<file path="src/logic/can_fc_pkg.sv">
// shared constants and types for the can error confinement block
package can_fc_pkg;
  // bus levels
  localparam logic LVL_DOM = 1'b0;
  localparam logic LVL_REC = 1'b1;
  // counter widths
  localparam int REC_W = 7;
  localparam int TEC_W = 8;
  // state thresholds and counter steps
  localparam logic [7:0] PASSIVE_LIMIT = 8'h7f;
  localparam logic [3:0] STUFF_RUN = 4'h6;
  localparam logic [3:0] FLAG_BITS = 4'h6;
  localparam logic [3:0] DELIM_BITS = 4'h8;
  localparam logic [4:0] ACTIVE_DOM_RUN = 5'h0e;
  localparam logic [4:0] PASSIVE_DOM_RUN = 5'h08;
  localparam logic [4:0] EXTRA_DOM_RUN = 5'h08;
  localparam logic [3:0] IDLE_RUN = 4'hb;
  localparam logic [7:0] RECOVER_COUNT = 8'h80;
  localparam logic MODE_STANDARD = 1'b0;
  localparam logic MODE_ENHANCED = 1'b1;

  // fault confinement state
  typedef enum logic [2:0] {
    ERR_ACTIVE = 3'b001,
    ERR_PASSIVE = 3'b010,
    ERR_BUS_OFF = 3'b100
  } fc_state_t;

  // error frame sequencing
  typedef enum logic [3:0] {
    FL_IDLE = 4'b0001,
    FL_FLAG = 4'b0010,
    FL_AFTER = 4'b0100,
    FL_DELIM = 4'b1000
  } flag_phase_t;

  // per-bit context from the protocol engine, valid with bit_sample
  typedef struct packed {
    logic bit_sample;
    logic transmitting;
    logic tx_bit;
    logic stuff_field;
    logic arb_field;
    logic stuff_bit;
    logic ack_slot;
    logic fixed_bit;
    logic fixed_level;
    logic last_eof_bit;
    logic crc_check;
    logic crc_nonzero;
    logic overload_start;
    logic rx_ok;
    logic tx_ok;
  } bit_ctx_t;

  // detected error pulses
  typedef struct packed {
    logic bit_err;
    logic stuff_err;
    logic form_err;
    logic crc_err;
    logic ack_err;
  } err_flags_t;
endpackage

</file>
<file path="src/logic/err_counter.sv">
// saturating error counter with one overflow bit above its width
`timescale 1ns/10ps
module err_counter #(
  parameter int WIDTH = 8
) (
  // clock and reset
  input wire logic clk_sys,
  input wire logic rst_n,
  // count controls
  input wire logic add_one,
  input wire logic add_eight,
  input wire logic dec_one,
  input wire logic clear,
  // count, top bit marks overflow
  output logic [WIDTH:0] count
);
  localparam logic [WIDTH+1:0] MAX = {1'b0, {(WIDTH+1){1'b1}}};
  localparam logic [WIDTH+1:0] STEP8 = (WIDTH+2)'(8);
  localparam logic [WIDTH+1:0] STEP1 = (WIDTH+2)'(1);

  logic [WIDTH+1:0] sum;

  // increments win over a decrement in the same cycle; saturate so overflow sticks
  always_comb begin
    sum = {1'b0, count};
    if (add_eight) begin
      sum = sum + STEP8;
    end else if (add_one) begin
      sum = sum + STEP1;
    end
    if (sum > MAX) begin
      sum = MAX;
    end
  end

  // never wraps below zero
  always_ff @(posedge clk_sys or negedge rst_n) begin
    if (!rst_n) begin
      count <= '0;
    end else if (clear) begin
      count <= '0;
    end else if (add_eight || add_one) begin
      count <= sum[WIDTH:0];
    end else if (dec_one && count != '0) begin
      count <= count - (WIDTH+1)'(1);
    end
  end
endmodule

</file>
<file path="src/logic/can_error_confinement.sv">
// can error detection, error counters and fault confinement states
// Notes on behaviour
// - transmitter flags mismatched readback; listed exemptions apply
// - six equal stuffed bits give stuff error
// - wrong fixed bit is form error
// - receiver flags nonzero crc remainder
// - transmitter flags missing dominant acknowledge
// - active sends dominant flag, passive recessive
// - either counter above 127 means passive
// - error causing passive still sends dominant flag
// - passive returns active when both below 128
// - transmit counter above 255 means bus off
// - standard mode: 128 runs of 11 recessive
// - enhanced mode: 128 runs of 11 recessive, each after a dominant bit except the first run after entering bus off
// - recovery from bus off clears both counters
// - receive counter 7 bits, transmit 8 bits
// - receiver adds 8 for flag-time faults
// - long dominant runs after flags add 8
// - other errors: receiver +1, transmitter +8
// - valid frame decrements counter unless zero
// - transmitter adds 8 on active flag bit error
// - arbitration stuff readback error spares transmit counter
// - silent passive ack error spares transmit counter
`timescale 1ns/10ps
module can_error_confinement (
  // clock and reset
  input wire logic clk_sys,
  input wire logic rst_n,
  // bus pins
  input wire logic can_rx,
  output logic can_tx,
  output logic can_tx_en,
  // protocol engine side
  input wire can_fc_pkg::bit_ctx_t ctx,
  input wire logic fault_recovery_mode_select,
  // status
  output can_fc_pkg::err_flags_t err_pulse,
  output logic [can_fc_pkg::REC_W:0] receive_error_count,
  output logic [can_fc_pkg::TEC_W:0] transmit_error_count,
  output logic error_passive,
  output logic bus_off,
  output logic flag_active
);
  can_fc_pkg::fc_state_t state_reg;
  can_fc_pkg::fc_state_t state_next;
  can_fc_pkg::flag_phase_t phase_reg;
  logic rx_meta_reg;
  logic rx_reg;
  logic rx;
  logic sample;
  logic last_rx_reg;
  logic [3:0] run_reg;
  logic [3:0] flag_cnt_reg;
  logic [4:0] dom_run_reg;
  logic first_after_reg;
  logic flag_dom_reg;
  logic flag_tx_role_reg;
  logic flag_passive_reg;
  logic ack_pend_reg;
  logic dom_seen_reg;
  logic extra_mode_reg;
  logic [3:0] idle_run_reg;
  logic [7:0] recov_cnt_reg;
  logic can_tx_reg;
  can_fc_pkg::err_flags_t det;
  logic any_err;
  logic arb_stuff_spare;
  logic flag_bit_err;
  logic first_dom_err;
  logic dom_run_hit;
  logic rec_add1, rec_add8, tec_add8;
  logic recover;
  logic in_bus_off;
  logic [can_fc_pkg::REC_W:0] rec_cnt;
  logic [can_fc_pkg::TEC_W:0] tec_cnt;

  // two stages before the pin is used anywhere
  always_ff @(posedge clk_sys or negedge rst_n) begin
    if (!rst_n) begin
      rx_meta_reg <= can_fc_pkg::LVL_REC;
      rx_reg <= can_fc_pkg::LVL_REC;
    end else begin
      rx_meta_reg <= can_rx;
      rx_reg <= rx_meta_reg;
    end
  end

  assign rx = rx_reg;
  assign in_bus_off = state_reg == can_fc_pkg::ERR_BUS_OFF;
  // bus off takes no part in the bus, so nothing is sampled for errors
  assign sample = ctx.bit_sample && !in_bus_off;

  // same-level run length inside stuffed fields
  always_ff @(posedge clk_sys or negedge rst_n) begin
    if (!rst_n) begin
      run_reg <= '0;
      last_rx_reg <= can_fc_pkg::LVL_REC;
    end else if (sample) begin
      last_rx_reg <= rx;
      if (!ctx.stuff_field || rx != last_rx_reg) begin
        run_reg <= 4'h1;
      end else if (run_reg < can_fc_pkg::STUFF_RUN) begin
        run_reg <= run_reg + 4'h1;
      end
    end
  end

  // frame error detection, only while no error frame is in progress
  always_comb begin
    det = '0;
    arb_stuff_spare = 1'b0;
    if (sample && phase_reg == can_fc_pkg::FL_IDLE) begin
      // arbitration loss and ack overwrite are legal dominant readings
      det.bit_err = ctx.transmitting && rx != ctx.tx_bit &&
                    !(rx == can_fc_pkg::LVL_DOM && (ctx.arb_field || ctx.ack_slot));
      // a recessive stuff bit read back dominant in arbitration
      arb_stuff_spare = ctx.transmitting && ctx.arb_field && ctx.stuff_bit &&
                        ctx.tx_bit == can_fc_pkg::LVL_REC && rx == can_fc_pkg::LVL_DOM;
      det.stuff_err = (ctx.stuff_field && rx == last_rx_reg &&
                       run_reg == can_fc_pkg::STUFF_RUN - 4'h1) || arb_stuff_spare;
      det.form_err = ctx.fixed_bit && rx != ctx.fixed_level &&
                     !(ctx.last_eof_bit && !ctx.transmitting && rx == can_fc_pkg::LVL_DOM);
      det.crc_err = ctx.crc_check && ctx.crc_nonzero && !ctx.transmitting;
      det.ack_err = ctx.transmitting && ctx.ack_slot && rx == can_fc_pkg::LVL_REC;
    end
  end

  assign any_err = |det;

  // registered copy of the detected errors for software and the engine
  always_ff @(posedge clk_sys or negedge rst_n) begin
    if (!rst_n) begin
      err_pulse <= '0;
    end else begin
      err_pulse <= det;
    end
  end

  // error and overload frame sequencer
  always_ff @(posedge clk_sys or negedge rst_n) begin
    if (!rst_n) begin
      phase_reg <= can_fc_pkg::FL_IDLE;
      flag_cnt_reg <= '0;
      dom_run_reg <= '0;
      first_after_reg <= 1'b0;
      flag_dom_reg <= 1'b0;
      flag_tx_role_reg <= 1'b0;
      flag_passive_reg <= 1'b0;
      ack_pend_reg <= 1'b0;
      dom_seen_reg <= 1'b0;
      extra_mode_reg <= 1'b0;
    end else if (in_bus_off) begin
      phase_reg <= can_fc_pkg::FL_IDLE;
      ack_pend_reg <= 1'b0;
    end else if (sample) begin
      unique case (phase_reg)
        can_fc_pkg::FL_IDLE: begin
          if (any_err || ctx.overload_start) begin
            phase_reg <= can_fc_pkg::FL_FLAG;
            flag_cnt_reg <= '0;
            // old state decides the level, so the error that makes us passive still sends dominant
            flag_dom_reg <= ctx.overload_start || state_reg == can_fc_pkg::ERR_ACTIVE;
            flag_passive_reg <= !ctx.overload_start && state_reg != can_fc_pkg::ERR_ACTIVE;
            flag_tx_role_reg <= ctx.transmitting;
            ack_pend_reg <= det.ack_err && state_reg == can_fc_pkg::ERR_PASSIVE;
            dom_seen_reg <= 1'b0;
          end
        end
        can_fc_pkg::FL_FLAG: begin
          if (!flag_dom_reg && rx == can_fc_pkg::LVL_DOM) begin
            dom_seen_reg <= 1'b1;
          end
          if (flag_cnt_reg == can_fc_pkg::FLAG_BITS - 4'h1) begin
            phase_reg <= can_fc_pkg::FL_AFTER;
            dom_run_reg <= '0;
            first_after_reg <= 1'b1;
            extra_mode_reg <= 1'b0;
            ack_pend_reg <= 1'b0;
          end
          flag_cnt_reg <= flag_cnt_reg + 4'h1;
        end
        can_fc_pkg::FL_AFTER: begin
          first_after_reg <= 1'b0;
          if (rx == can_fc_pkg::LVL_REC) begin
            phase_reg <= can_fc_pkg::FL_DELIM;
            flag_cnt_reg <= 4'h1;
          end else if (dom_run_hit) begin
            dom_run_reg <= '0;
            extra_mode_reg <= 1'b1;
          end else begin
            dom_run_reg <= dom_run_reg + 5'h01;
          end
        end
        can_fc_pkg::FL_DELIM: begin
          if (flag_cnt_reg == can_fc_pkg::DELIM_BITS - 4'h1) begin
            phase_reg <= can_fc_pkg::FL_IDLE;
          end
          flag_cnt_reg <= flag_cnt_reg + 4'h1;
        end
        default: phase_reg <= can_fc_pkg::FL_IDLE;
      endcase
    end
  end

  // events on the bits around an error flag
  assign flag_bit_err = sample && phase_reg == can_fc_pkg::FL_FLAG && flag_dom_reg &&
                        rx == can_fc_pkg::LVL_REC;
  assign first_dom_err = sample && phase_reg == can_fc_pkg::FL_AFTER && first_after_reg &&
                         rx == can_fc_pkg::LVL_DOM && !flag_tx_role_reg;
  // 14th dominant after active or overload flag, 8th after passive, then every 8
  assign dom_run_hit = sample && phase_reg == can_fc_pkg::FL_AFTER && rx == can_fc_pkg::LVL_DOM &&
                       dom_run_reg + 5'h01 == (extra_mode_reg ? can_fc_pkg::EXTRA_DOM_RUN :
                       flag_passive_reg ? can_fc_pkg::PASSIVE_DOM_RUN : can_fc_pkg::ACTIVE_DOM_RUN);

  // counter steps per role
  always_comb begin
    rec_add1 = 1'b0;
    rec_add8 = 1'b0;
    tec_add8 = 1'b0;
    if (any_err && !ctx.transmitting) begin
      rec_add1 = 1'b1;
    end
    // spared cases: arbitration stuff readback, and a passive ack error held until flag end
    if (any_err && ctx.transmitting && !arb_stuff_spare &&
        !(det.ack_err && state_reg == can_fc_pkg::ERR_PASSIVE)) begin
      tec_add8 = 1'b1;
    end
    // passive ack error only counts if another node drove dominant during our flag
    if (sample && phase_reg == can_fc_pkg::FL_FLAG && ack_pend_reg &&
        flag_cnt_reg == can_fc_pkg::FLAG_BITS - 4'h1 &&
        (dom_seen_reg || rx == can_fc_pkg::LVL_DOM)) begin
      tec_add8 = 1'b1;
    end
    if (flag_bit_err || dom_run_hit) begin
      if (flag_tx_role_reg) begin
        tec_add8 = 1'b1;
      end else begin
        rec_add8 = 1'b1;
      end
    end
    if (first_dom_err) begin
      rec_add8 = 1'b1;
    end
  end

  // receive counter: 7 bits plus overflow bit
  err_counter #(.WIDTH(can_fc_pkg::REC_W)) u_rec (
    .clk_sys(clk_sys),
    .rst_n(rst_n),
    .add_one(rec_add1),
    .add_eight(rec_add8),
    .dec_one(ctx.rx_ok && !in_bus_off),
    .clear(recover),
    .count(rec_cnt)
  );

  // transmit counter: 8 bits plus overflow bit
  err_counter #(.WIDTH(can_fc_pkg::TEC_W)) u_tec (
    .clk_sys(clk_sys),
    .rst_n(rst_n),
    .add_one(1'b0),
    .add_eight(tec_add8),
    .dec_one(ctx.tx_ok && !in_bus_off),
    .clear(recover),
    .count(tec_cnt)
  );

  // recessive runs seen while bus off
  always_ff @(posedge clk_sys or negedge rst_n) begin
    if (!rst_n) begin
      idle_run_reg <= '0;
      recov_cnt_reg <= '0;
    end else if (!in_bus_off) begin
      idle_run_reg <= '0;
      recov_cnt_reg <= '0;
    end else if (ctx.bit_sample) begin
      if (rx == can_fc_pkg::LVL_DOM) begin
        idle_run_reg <= '0;
      end else if (idle_run_reg == can_fc_pkg::IDLE_RUN - 4'h1) begin
        recov_cnt_reg <= recov_cnt_reg + 8'h01;
        // standard mode counts every 11 bits of idle; enhanced needs a dominant bit between counts
        idle_run_reg <= fault_recovery_mode_select == can_fc_pkg::MODE_STANDARD ?
                        4'h0 : can_fc_pkg::IDLE_RUN;
      end else if (idle_run_reg < can_fc_pkg::IDLE_RUN) begin
        idle_run_reg <= idle_run_reg + 4'h1;
      end
    end
  end

  assign recover = in_bus_off && recov_cnt_reg == can_fc_pkg::RECOVER_COUNT;

  // fault confinement state
  always_comb begin
    state_next = state_reg;
    unique case (state_reg)
      can_fc_pkg::ERR_ACTIVE,
      can_fc_pkg::ERR_PASSIVE: begin
        if (tec_cnt[can_fc_pkg::TEC_W]) begin
          state_next = can_fc_pkg::ERR_BUS_OFF;
        end else if (tec_cnt > 9'(can_fc_pkg::PASSIVE_LIMIT) || rec_cnt[can_fc_pkg::REC_W]) begin
          state_next = can_fc_pkg::ERR_PASSIVE;
        end else begin
          state_next = can_fc_pkg::ERR_ACTIVE;
        end
      end
      can_fc_pkg::ERR_BUS_OFF: begin
        if (recover) begin
          state_next = can_fc_pkg::ERR_ACTIVE;
        end
      end
      default: state_next = can_fc_pkg::ERR_BUS_OFF;
    endcase
  end

  always_ff @(posedge clk_sys or negedge rst_n) begin
    if (!rst_n) begin
      state_reg <= can_fc_pkg::ERR_ACTIVE;
    end else begin
      state_reg <= state_next;
    end
  end

  // driven level: flag overrides the engine, bus off stays recessive
  always_ff @(posedge clk_sys or negedge rst_n) begin
    if (!rst_n) begin
      can_tx_reg <= can_fc_pkg::LVL_REC;
    end else if (in_bus_off) begin
      can_tx_reg <= can_fc_pkg::LVL_REC;
    end else if (phase_reg == can_fc_pkg::FL_FLAG) begin
      can_tx_reg <= flag_dom_reg ? can_fc_pkg::LVL_DOM : can_fc_pkg::LVL_REC;
    end else if (phase_reg == can_fc_pkg::FL_IDLE) begin
      can_tx_reg <= ctx.tx_bit;
    end else begin
      can_tx_reg <= can_fc_pkg::LVL_REC;
    end
  end

  assign can_tx = can_tx_reg;
  assign can_tx_en = !in_bus_off;
  assign receive_error_count = rec_cnt;
  assign transmit_error_count = tec_cnt;
  assign error_passive = state_reg == can_fc_pkg::ERR_PASSIVE;
  assign bus_off = in_bus_off;
  assign flag_active = phase_reg == can_fc_pkg::FL_FLAG;

  // checks
  localparam int REC_LO = 1;
  localparam int REC_HI = 2;

  a_busoff_drivers: assert property (@(posedge clk_sys) disable iff (!rst_n)
    (tec_cnt[can_fc_pkg::TEC_W] && !recover) |-> ##1 !can_tx_en ##1 can_tx == can_fc_pkg::LVL_REC)
    else $error("bus off did not disable drivers");
  a_passive_entry: assert property (@(posedge clk_sys) disable iff (!rst_n)
    (rec_cnt[can_fc_pkg::REC_W] && !tec_cnt[can_fc_pkg::TEC_W] && !in_bus_off) |=> error_passive)
    else $error("receive overflow did not give passive");
  a_active_return: assert property (@(posedge clk_sys) disable iff (!rst_n)
    (error_passive && tec_cnt < 9'h080 && rec_cnt < 8'h80) |=> state_reg == can_fc_pkg::ERR_ACTIVE)
    else $error("passive did not return to active");
  a_recover_clears: assert property (@(posedge clk_sys) disable iff (!rst_n)
    ($past(in_bus_off) && !in_bus_off) |-> (rec_cnt == '0 && tec_cnt == '0))
    else $error("counters not cleared on recovery");
  a_flag_level: assert property (@(posedge clk_sys) disable iff (!rst_n)
    (sample && phase_reg == can_fc_pkg::FL_IDLE && any_err && state_reg == can_fc_pkg::ERR_ACTIVE)
    ##REC_LO (phase_reg == can_fc_pkg::FL_FLAG) |-> ##REC_LO can_tx == can_fc_pkg::LVL_DOM)
    else $error("error flag not dominant");
  a_rx_increment: assert property (@(posedge clk_sys) disable iff (!rst_n)
    (rec_add1 && !rec_add8 && !recover && rec_cnt < 8'h80) |=> rec_cnt == $past(rec_cnt) + 8'h01)
    else $error("receive counter did not add one");
  a_tx_increment: assert property (@(posedge clk_sys) disable iff (!rst_n)
    (flag_bit_err && flag_tx_role_reg && tec_cnt < 9'h0f0) |=> tec_cnt == $past(tec_cnt) + 9'h008)
    else $error("transmit counter did not add eight");
  a_arb_spare: assert property (@(posedge clk_sys) disable iff (!rst_n)
    (arb_stuff_spare && !det.bit_err && phase_reg == can_fc_pkg::FL_IDLE) |=> tec_cnt <= $past(tec_cnt))
    else $error("arbitration stuff error counted");
  a_dec_floor: assert property (@(posedge clk_sys) disable iff (!rst_n)
    (ctx.rx_ok && rec_cnt == '0 && !rec_add1 && !rec_add8) |=> rec_cnt == '0)
    else $error("receive counter wrapped below zero");
  a_ack_error: assert property (@(posedge clk_sys) disable iff (!rst_n)
    (sample && phase_reg == can_fc_pkg::FL_IDLE && ctx.transmitting && ctx.ack_slot && rx)
    |-> ##[REC_LO:REC_HI] phase_reg == can_fc_pkg::FL_FLAG)
    else $error("missing acknowledge not flagged");

  c_passive: cover property (@(posedge clk_sys) disable iff (!rst_n) error_passive);
  c_bus_off: cover property (@(posedge clk_sys) disable iff (!rst_n) in_bus_off);
  c_recover: cover property (@(posedge clk_sys) disable iff (!rst_n) recover);
  c_long_dom: cover property (@(posedge clk_sys) disable iff (!rst_n) dom_run_hit);
endmodule

</file>
<file path="config.mk">
export PLATFORM = sky130hd
export DESIGN_NAME = can_error_confinement
export DESIGN_NICKNAME = d
export VERILOG_FILES = /design/src/logic/can_fc_pkg.sv /design/src/logic/err_counter.sv /design/src/logic/can_error_confinement.sv
export SDC_FILE = /design/constraint.sdc
export NUM_CORES = 1
export LEC_CHECK = 0
export BUFFER_PORTS_ARGS = -buffer_cell sky130_fd_sc_hd__buf_4
export CAP_MARGIN = 20
export CORE_UTILIZATION = 50
export CTS_CLUSTER_SIZE = 8
export DETAILED_ROUTE_END_ITERATION = 8
export GPL_TIMING_DRIVEN = 1
export PLACE_DENSITY = 0.69
export SKIP_CTS_REPAIR_TIMING = 1
export SLEW_MARGIN = 20
export SYNTH_ARGS = -nofsm -noshare
export SYNTH_HDL_FRONTEND = slang
export SYNTH_HIERARCHICAL = 1
export SYNTH_SLANG_ARGS = --single-unit
</file>
<file path="constraint.sdc">
create_clock -name clk_sys -period 3.6 [get_ports clk_sys]
set_input_delay 0 -clock clk_sys [delete_from_list [all_inputs] [get_ports clk_sys]]
set_output_delay 0 -clock clk_sys [all_outputs]
set_load 0.03 [all_outputs]
</file>
Word level (Yosys, flattened, before mapping)
Index checks and enable logic that the tools add are counted.
Word-level totals
  input port bits: 19
  bits in registers: 65
  logic and storage cells: 231
  output and inout bits: 27
Cells by class
  reduce and logical (&&, ||, !) cells: 86
  magnitude comparators: 5
  equality and inequality tests: 33
  muxes and demuxes: 70
  bitwise operators: 2
  add/sub/neg operators: 10
Operators with widths (number)
  4-bit two-way mux: 16
  8-bit two-way mux: 8
  9-bit two-way mux: 6
  1-bit logical AND: 43
  1-bit two-way mux: 22
  5-bit two-way mux: 4
  5-bit AND reduction: 4
  4-bit by 3-bit equality test with 1-bit output (second input constant): 4
  4-bit case mux with 4 select lines: 1
  4-bit by 1-bit adder with 4-bit output (second input constant): 3
  3-bit two-way mux: 4
  2-bit != test (second input constant): 6
  4-bit case mux with 3 select lines: 1
  4-bit AND reduction: 3
  3-bit nonzero test: 4
  9-bit by 4-bit adder with 10-bit output (second input constant): 1
  10-bit by 9-bit greater-than comparator with 1-bit output (second input constant): 1
  1-bit zero test: 10
  10-bit two-way mux: 1
  5-bit case mux with 2 select lines: 1
  8-bit by 1-bit adder with 9-bit output (second input constant): 1
  8-bit by 4-bit adder with 9-bit output (second input constant): 1
  9-bit by 7-bit greater-than comparator with 1-bit output (second input constant): 1
  9-bit by 8-bit greater-than comparator with 1-bit output (second input constant): 1
  other kinds (34): 59

Longest topological paths before layout
Gate-level depths: netlist of the first run.
  depth in word-level cells: 19
  depth in mapped cells: 13
  depth with buffers taken out: 11

Hierarchy
Netlist of the first run, hierarchy kept.
Modules (own cells, without submodules)
  can_error_confinement: area an instance 2916.5 um^2, cells each 323, times used 1
  err_counter at u_tec: area an instance 1014.7 um^2, cells each 129, times used 1
  err_counter at u_rec: area an instance 869.6 um^2, cells each 100, times used 1

Worst setup path before layout of the first run
No wires, ideal clock.
  path type: reg-to-reg
  from: register phase_reg[3]
  to: register u_tec.count[5]
  required time: 3496 ps
  arrival: 3300 ps
  setup slack: 196 ps
  cell stages (with the launch flop): 12
  path through: dfrtp_1 buf_2 nor4b_2 and4_1 and2_1 o211ai_1 o221ai_1 clkbuf_1 nor4_1 a311oi_1 nand3_1 a221oi_1
On the way
  elaborated cells between the ends (all ways): 33
  those cells by class: order compare: 1; eq/ne: 3; mux: 10; reduce/logical: 19
RTL lines
  from (decl): RTL line can_error_confinement.sv:46  | can_fc_pkg::flag_phase_t phase_reg;
  from (signal assigned): RTL line can_error_confinement.sv:142  | phase_reg <= can_fc_pkg::FL_IDLE;
  from (signal assigned): RTL line can_error_confinement.sv:153  | phase_reg <= can_fc_pkg::FL_IDLE;
  from (signal assigned): RTL line can_error_confinement.sv:159  | phase_reg <= can_fc_pkg::FL_FLAG;
  4-bit by 2-bit equality test with 1-bit output (*)
  net flag_active: RTL line can_error_confinement.sv:42  | output logic flag_active
  1-bit logical AND (*): RTL line can_error_confinement.sv:206, can_error_confinement.sv:229
  1-bit logical AND (2 in a row): RTL line can_error_confinement.sv:229  | if (sample && phase_reg == can_fc_pkg::FL_FLAG && ack_pend_reg &&
  1-bit logical AND: RTL line can_error_confinement.sv:230  | flag_cnt_reg == can_fc_pkg::FLAG_BITS - 4'h1 &&
  1-bit two-way mux: RTL line can_error_confinement.sv:229
  1-bit two-way mux: RTL line can_error_confinement.sv:235  | if (flag_tx_role_reg) begin
  1-bit two-way mux (*): RTL line can_error_confinement.sv:234  | if (flag_bit_err || dom_run_hit) begin
  net tec_add8: RTL line can_error_confinement.sv:71  | logic rec_add1, rec_add8, tec_add8;
  10-bit two-way mux: RTL line err_counter.sv:26  | if (add_eight) begin
  10-bit by 9-bit greater-than comparator with 1-bit output: RTL line err_counter.sv:31  | if (sum > MAX) begin
  9-bit two-way mux: RTL line err_counter.sv:31
  9-bit two-way mux: RTL line err_counter.sv:42  | end else if (add_eight || add_one) begin
  9-bit two-way mux: RTL line err_counter.sv:40  | end else if (clear) begin
  to (signal assigned): RTL line err_counter.sv:43  | count <= sum[WIDTH:0];
  to (signal assigned): RTL line err_counter.sv:45  | count <= count - (WIDTH+1)'(1);
  to (decl): RTL line err_counter.sv:15  | output logic [WIDTH:0] count
Mark *: on every way through the listed nets, which the timed path passes. The rest lies on a longest branch.
A chain may end at the register's enable or synchronous reset.

Worst setup path after layout of the first run
  from: register dom_run_reg[0]
  to: register u_tec.count[8]
On the way
  word-level cells in the longest chain between the ends: 10
  elaborated cells between the ends (all ways): 11
  those cells by class: add/sub: 1; order compare: 1; eq/ne: 1; mux: 5; reduce/logical: 3
Ends and longest elaborated chain
  from (decl): RTL line can_error_confinement.sv:54  | logic [4:0] dom_run_reg;
  from (signal assigned): RTL line can_error_confinement.sv:191  | dom_run_reg <= dom_run_reg + 5'h01;
  5-bit by 1-bit adder with 5-bit output (*): RTL line can_error_confinement.sv:212  | dom_run_reg + 5'h01 == (extra_mode_reg ? can_fc_pkg::EXTRA_DOM_RUN :
  5-bit by 4-bit equality test with 1-bit output (*): RTL line can_error_confinement.sv:212
  1-bit logical AND (*): RTL line can_error_confinement.sv:211  | assign dom_run_hit = sample && phase_reg == can_fc_pkg::FL_AFTER && rx == can_fc_pkg::LVL_DOM &&
  1-bit logical OR (*): RTL line can_error_confinement.sv:234
  1-bit two-way mux (*): RTL line can_error_confinement.sv:234
  net tec_add8: RTL line can_error_confinement.sv:71
  10-bit two-way mux: RTL line err_counter.sv:26
  10-bit by 9-bit greater-than comparator with 1-bit output: RTL line err_counter.sv:31
  9-bit two-way mux: RTL line err_counter.sv:31
  9-bit two-way mux: RTL line err_counter.sv:42
  9-bit two-way mux: RTL line err_counter.sv:40
Marked as above.

==> results of run 1 <==
-- synth_stat cells (9+ instances only) --
cell and n:
buf_2 12, a21oi_1 17, dfrtp_1 59, xnor2_1 10, o21ai_0 34, inv_1 36, nand3_1 18, clkbuf_1 17
nor2_1 39, a31oi_1 13, nand4_1 12, nand2_1 35, ha_1 19, nor3_1 19, nand2b_1 9
-- routing by layer --
metal	GRT usage	wire, um	vias up
met2	0.408	5680	196
met3	0.0425	806	19
met5	0	0	-
met1	0.348	5490	2142
met4	0.0870	209	0
li1	-	-	2159
-- logic make-up after synthesis --
logic type,synth area share
adder cells (fa/ha/maj),0.0495
flip-flops,0.340
buffers and inverters,0.0641
XOR/XNOR,0.0274
AO/OA/AOI/OAI,0.231
AND/OR/NAND/NOR,0.265
multiplexers,0.0216
other,0.000781
-- area by class of cell --
| class | count | area, um^2 |
|---|---|---|
| clock buffer | 12 | 155 |
| sequential | 65 | 1630 |
| fill | 832 | 3770 |
| multi-input combinational | 415 | 2870 |
| tap | 129 | 161 |
| clock inverter | 4 | 27.5 |
| timing repair buffer | 68 | 531 |
| inverter | 36 | 135 |
-- stage by stage --
| stage | cells | setup slack, ps | util | hold slack, ps |
|---|---|---|---|---|
| after global routing | 729 | 1.17 | 0.593 | 4.06 |
| after detailed placement | 704 | 219 | 0.564 | 110 |
| final | 729 | 312 | 0.593 | 6.04 |
| after CTS | 720 | 162 | 0.583 | -255 |
| after global placement | 704 | 386 | 0.564 | 110 |
| after floorplan | 552 | 196 | - | -296 |
-- worst max-delay path, stage by stage (launching register included) --
cell,delay [ps]
dfrtp_1,420
ha_1,290
xor2_1,200
or3_1,380
a221oi_2,430
a21oi_1,140
o221ai_2,210
buf_4,180
buf_4,190
a31oi_1,80
nor4_1,300
mux2i_1,130
o32ai_1,250
-- where the power goes --
part / internal, uW / switching, uW
clock: 286 / 291
sequential: 782 / 144
combinational: 236 / 302
-- final timing paths --
check	from	to
setup / recovery	dom_run_reg[0]	u_tec/count[8]
hold / removal	ctx[10]	err_pulse[4]
setup reg to reg	dom_run_reg[0]	u_tec/count[8]
hold reg to reg	rx_meta_reg	rx
max in group asynchronous	rst_n	u_tec/count[5]
min in group asynchronous	rst_n	run_reg[1]
==> flow_summary.yaml, run 1 <==
status:
  run_status: "finished clean"
setup_path:
  cp_data_required_time_ps: 3840
  crit_type: "reg2reg"
  timing.critical_path.to_type: "register"
  worst-path-max-fanout: 12
  worst-r2r-setup-slack_ps: 310
  timing.reg2reg.worst_path_depth: 12
  timing.critical_path.from_type: "register"
  worstPathArrival_ps: 3530
cts:
  tritoncts_num_sinks: 65
  cts_max_path_buffers: 2
  cts_tree: "built"
  clk_pin_slew_worst_paths_ps: 80
  htreeDepth: 3
  clk_root_buffer_cell: "clkbuf_8"
  cts_buffers: 9
  clk_latency_ps: 340
logic_synthesis:
  postSynth.topFlopCell: "dfrtp_1"
  yosys.area.top_type: "dfrtp_1"
  netlist-cell-type-count: 83
  synth_nets: 590
  mappedNetlistArea_mm2: 0.00480
  yosysWarnings: 6
  netlist_instances: 552
  synth.top_cell.area_share: 0.308
  synth.ff_latch_count: 65
  synth_top_cells_by_area: "dfrtp_1, ha_1, o21ai_0"
  synthArstFlopShare: 1.00
  seq_area_frac_synth: 0.340
  syn_area_per_cell_um2: 8.70
  synth-edff-count: 0
global_route:
  grt_remaining_overflow: 0
  groute.usage.overall: 0.254
  grt_pass1_wl_um: 20300
  grt_max_degree: 66
  grt_pass1_vias: 4211
  antenna_violations_before_repair: 0
final_layout:
  most-common-layout-cells: "buf_4, dfrtp_1, nor2_1"
  largest_reg_flops: 9
  fin_nets: 633
  antenna_cells: 0
  area_growth_syn_to_layout_pct: 14.8
  mostFrequentLayoutCell: "buf_4"
  drive_above_1_share: 0.183
  finish.instance_area_mm2: 0.00551
routing:
  drc: 0
  drt-vias-per-instance: 6.19
  drt-pass1-iter-count: 8
  dr.first_iter.drc_count: 298
  post_drt_wl_per_cell_um: 16.7
  detail_route.wirelength_um: 12200
  dr_total_vias: 4516
  drt.antenna.violating_nets: 0
power:
  power_leakage_uw: 0.00228
  post-layout-total-power_uw: 2040
  worst_ir_drop_vdd_mv: 0.254
  power.density_cell_area_mw_per_mm2: 371
timing:
  worst_slew_pin_slew_ps: 838
  report.final.hold_viol_count: 0
  post-route-min-period_ps: 3290
  clock-skew-final_ps: 8.00
  worst_slew_margin_rel: 0.441
  final-setup-viol-count: 0
  rsz0062_at_grt: "no"
  achievable-frequency_mhz: 304
  final_max_slew_viol_count: 0
  post_route_setup_tns_ps: 0
  finalCritPeriodShare: 0.913
floorplan:
  initial_core_util: 0.517
  die_h_um: 100
  rows: 35
  fp.dieArea_mm2: 0.0100
  die_w_um: 100
  placeableCoreArea_mm2: 0.00928
  io-pin-count: 46
place:
  port_buffers: 45
  placedInstanceArea_mm2: 0.00523
  hpwlAfterDp_um: 8420
  gp_routability_congestion: 0.926
worst_hold_path:
  timing.hold.worst_path_depth: 4
  min_path_type: "in2reg"
flow_run:
  cap_viol_max_count: 0
No activity file was read; power rests on OpenSTA's default activity.
==> run 2, diff against run 1 <==
--- a/config.mk
+++ b/config.mk
@@ -5,13 +5,12 @@
 export SDC_FILE = /design/constraint.sdc
 export NUM_CORES = 1
 export LEC_CHECK = 0
-export BUFFER_PORTS_ARGS = -buffer_cell sky130_fd_sc_hd__buf_4
 export CAP_MARGIN = 20
 export CORE_UTILIZATION = 50
 export CTS_CLUSTER_SIZE = 8
 export DETAILED_ROUTE_END_ITERATION = 8
+export DONT_BUFFER_PORTS = 1
 export GPL_TIMING_DRIVEN = 1
-export PLACE_DENSITY = 0.69
 export SKIP_CTS_REPAIR_TIMING = 1
 export SLEW_MARGIN = 20
 export SYNTH_ARGS = -nofsm -noshare
==> run 2 against run 1 <==
Effect of this change: the flow now finishes with violations (hold timing); count of clock-buffer cells in the layout is the same; sequential power up 8%; worst hold slack got worse by 34 ps; combinational power decreased by 27%; register-to-register slack lost 97 ps; cell area shrank 4.8%; first-iteration DRC count decreased by 35%; clock skew up 2.5 ps; via count shrank 4.3%; non-clock buffer count is 39 lower; final cell count shrank 5.5%; largest cell class unchanged; largest power group unchanged.
==> flow_summary.yaml, run 2 (synthesis gave the netlist of run 1 again) <==
setup_path:
  worstPathArrival_ps: 3610
  worst-r2r-setup-slack_ps: 210
  critPathSlowestCell: "dfrtp_1"
  r2r_startpoint: "dom_run_reg[0]"
  startpoint: "dom_run_reg[0]"
  crit_buf_inv: 2
  timing.reg2reg.worst_path_depth: 12
  critical_path.max_stage_delay_ps: 430
  timing.critical_path.to_type: "register"
  crit_type: "reg2reg"
  timing.critical_path.from_type: "register"
  reg2reg_to: "u_tec/count[5]"
  worst-path-max-fanout: 17
  path_depth: 12
  critical-path-top-delay-family: "compound AO/OA/AOI/OAI gates"
  cp_data_required_time_ps: 3830
  cp_cell_sequence: "ha_1, xor2_1, or3_1, a221oi_4, a21oi_1, o221ai_1, buf_6, nor4_1, a311oi_1, buf_4, nand3_1, a221oi_1"
final_layout:
  layout.cells.non_filler: 689
  mostFrequentLayoutCell: "dfrtp_1"
  final.fill_count: 875
  largest_reg_flops: 9
  register_area_mm2: 0.00163
  most-common-layout-cells: "dfrtp_1, nor2_1, inv_1"
  multi_input_comb_area_mm2: 0.00287
  area_growth_syn_to_layout_pct: 9.20
  finish.utilization: 0.565
  antenna_cells: 0
  fin_nets: 594
  drive_above_1_share: 0.118
floorplan:
  rows: 35
  fp.dieArea_mm2: 0.0100
  io-pin-count: 46
  placeableCoreArea_mm2: 0.00928
  die_h_um: 100
  die_w_um: 100
  initial_core_util: 0.517
routing:
  drt-pass1-iter-count: 5
  drc: 0
  detail_route.wirelength_um: 11900
  drt-vias-per-instance: 6.27
  drt.antenna.violating_nets: 0
  dr_total_vias: 4320
  dr.first_iter.drc_count: 195
  post_drt_wl_per_cell_um: 17.3
timing:
  worst_slew_pin_slew_ps: 762
  finalCritPeriodShare: 0.940
  final_max_slew_viol_count: 0
  report.final.hold_viol_count: 2
  worst_slew_margin_rel: 0.492
  post-route-min-period_ps: 3390
  fin_hold_ws_ps: -27.8
  clock-skew-final_ps: 10.5
  achievable-frequency_mhz: 295
  final-setup-viol-count: 0
  post_route_setup_tns_ps: 0
  rsz0062_at_grt: "no"
flow_run:
  cap_viol_max_count: 0
global_route:
  grt_pass1_vias: 4083
  grt_pass1_wl_um: 19800
  grt_max_degree: 66
  grt_remaining_overflow: 0
  groute.usage.overall: 0.245
  antenna_violations_before_repair: 0
cts:
  htreeDepth: 3
  clk_pin_slew_worst_paths_ps: 70
  cts_tree: "built"
  tritoncts_num_sinks: 65
  clk_latency_ps: 330
  cts_max_path_buffers: 2
  cts_buffers: 9
  clk_root_buffer_cell: "clkbuf_8"
power:
  clkPwrFrac: 0.286
  worst_ir_drop_vdd_mv: 0.261
  post-layout-total-power_uw: 1950
  pint_uw: 1250
  switchingPower_uw: 707
  combinationalPowerShare: 0.202
  power_frac_seq: 0.513
  sw_frac_of_total: 0.361
  power.density_cell_area_mw_per_mm2: 373
  power_leakage_uw: 0.00212
worst_hold_path:
  hold_path_startpoint: "ctx[14]"
  hold_path_end: "idle_run_reg[3]"
  timing.hold.worst_path_depth: 4
  min_path_type: "in2reg"
place:
  hpwlAfterDp_um: 8310
  gp_routability_congestion: 0.912
  dpl.cell_count: 661
  port_buffers: 0
status:
  violations: "hold timing"
  run_status: "finished with violations"
## run 2: final cells by class
type,instances,area share
Multi-Input combinational cell,415,0.547
Sequential cell,65,0.312
Timing Repair Buffer,29,0.0513
Tap cell,129,0.0308
Clock buffer,12,0.0296
Inverter,36,0.0258
Clock inverter,3,0.00334
## run 2: worst max path at each step
stage	slack [ps]	endpoint
6_report	210	u_tec/count[5]
5_1_grt	20	u_tec/count[5]
4_1_cts	150	u_tec/count[5]
3_5_place_dp	180	u_tec/count[5]
3_3_place_gp	370	u_tec/count[5]
2_1_floorplan	200	u_tec/count[5]
## run 2: worst min-delay path: cells and delay by family
kind / cells / cell delay (ps)
AND/OR/NAND/NOR: 3 / 220
AO/OA/AOI/OAI: 1 / 50
## run 2: through the flow
stage | instance area [um^2] | setup WS (ps)
floorplan | 4800 | 196
global placement | 4910 | 370
detailed placement | 4910 | 183
CTS | 5080 | 153
global route | 5240 | 15.5
finish | 5240 | 215
## run 2: power by group through the flow
stage / combinational [uW] / clock [uW] / sequential (uW)
2_1_floorplan: 355 / 0 / 926
3_3_place_gp: 350 / 0 / 1010
3_5_place_dp: 354 / 0 / 1020
4_1_cts: 358 / 583 / 1000
5_1_grt: 439 / 615 / 1020
6_report: 394 / 558 / 1000
## run 2: layer usage
layer | track usage | up-vias | routed length [um]
met5 | 0 | - | 0
li1 | - | 2085 | -
met3 | 0.0439 | 13 | 586
met2 | 0.403 | 117 | 5650
met4 | 0.0836 | 0 | 131
met1 | 0.326 | 2105 | 5560
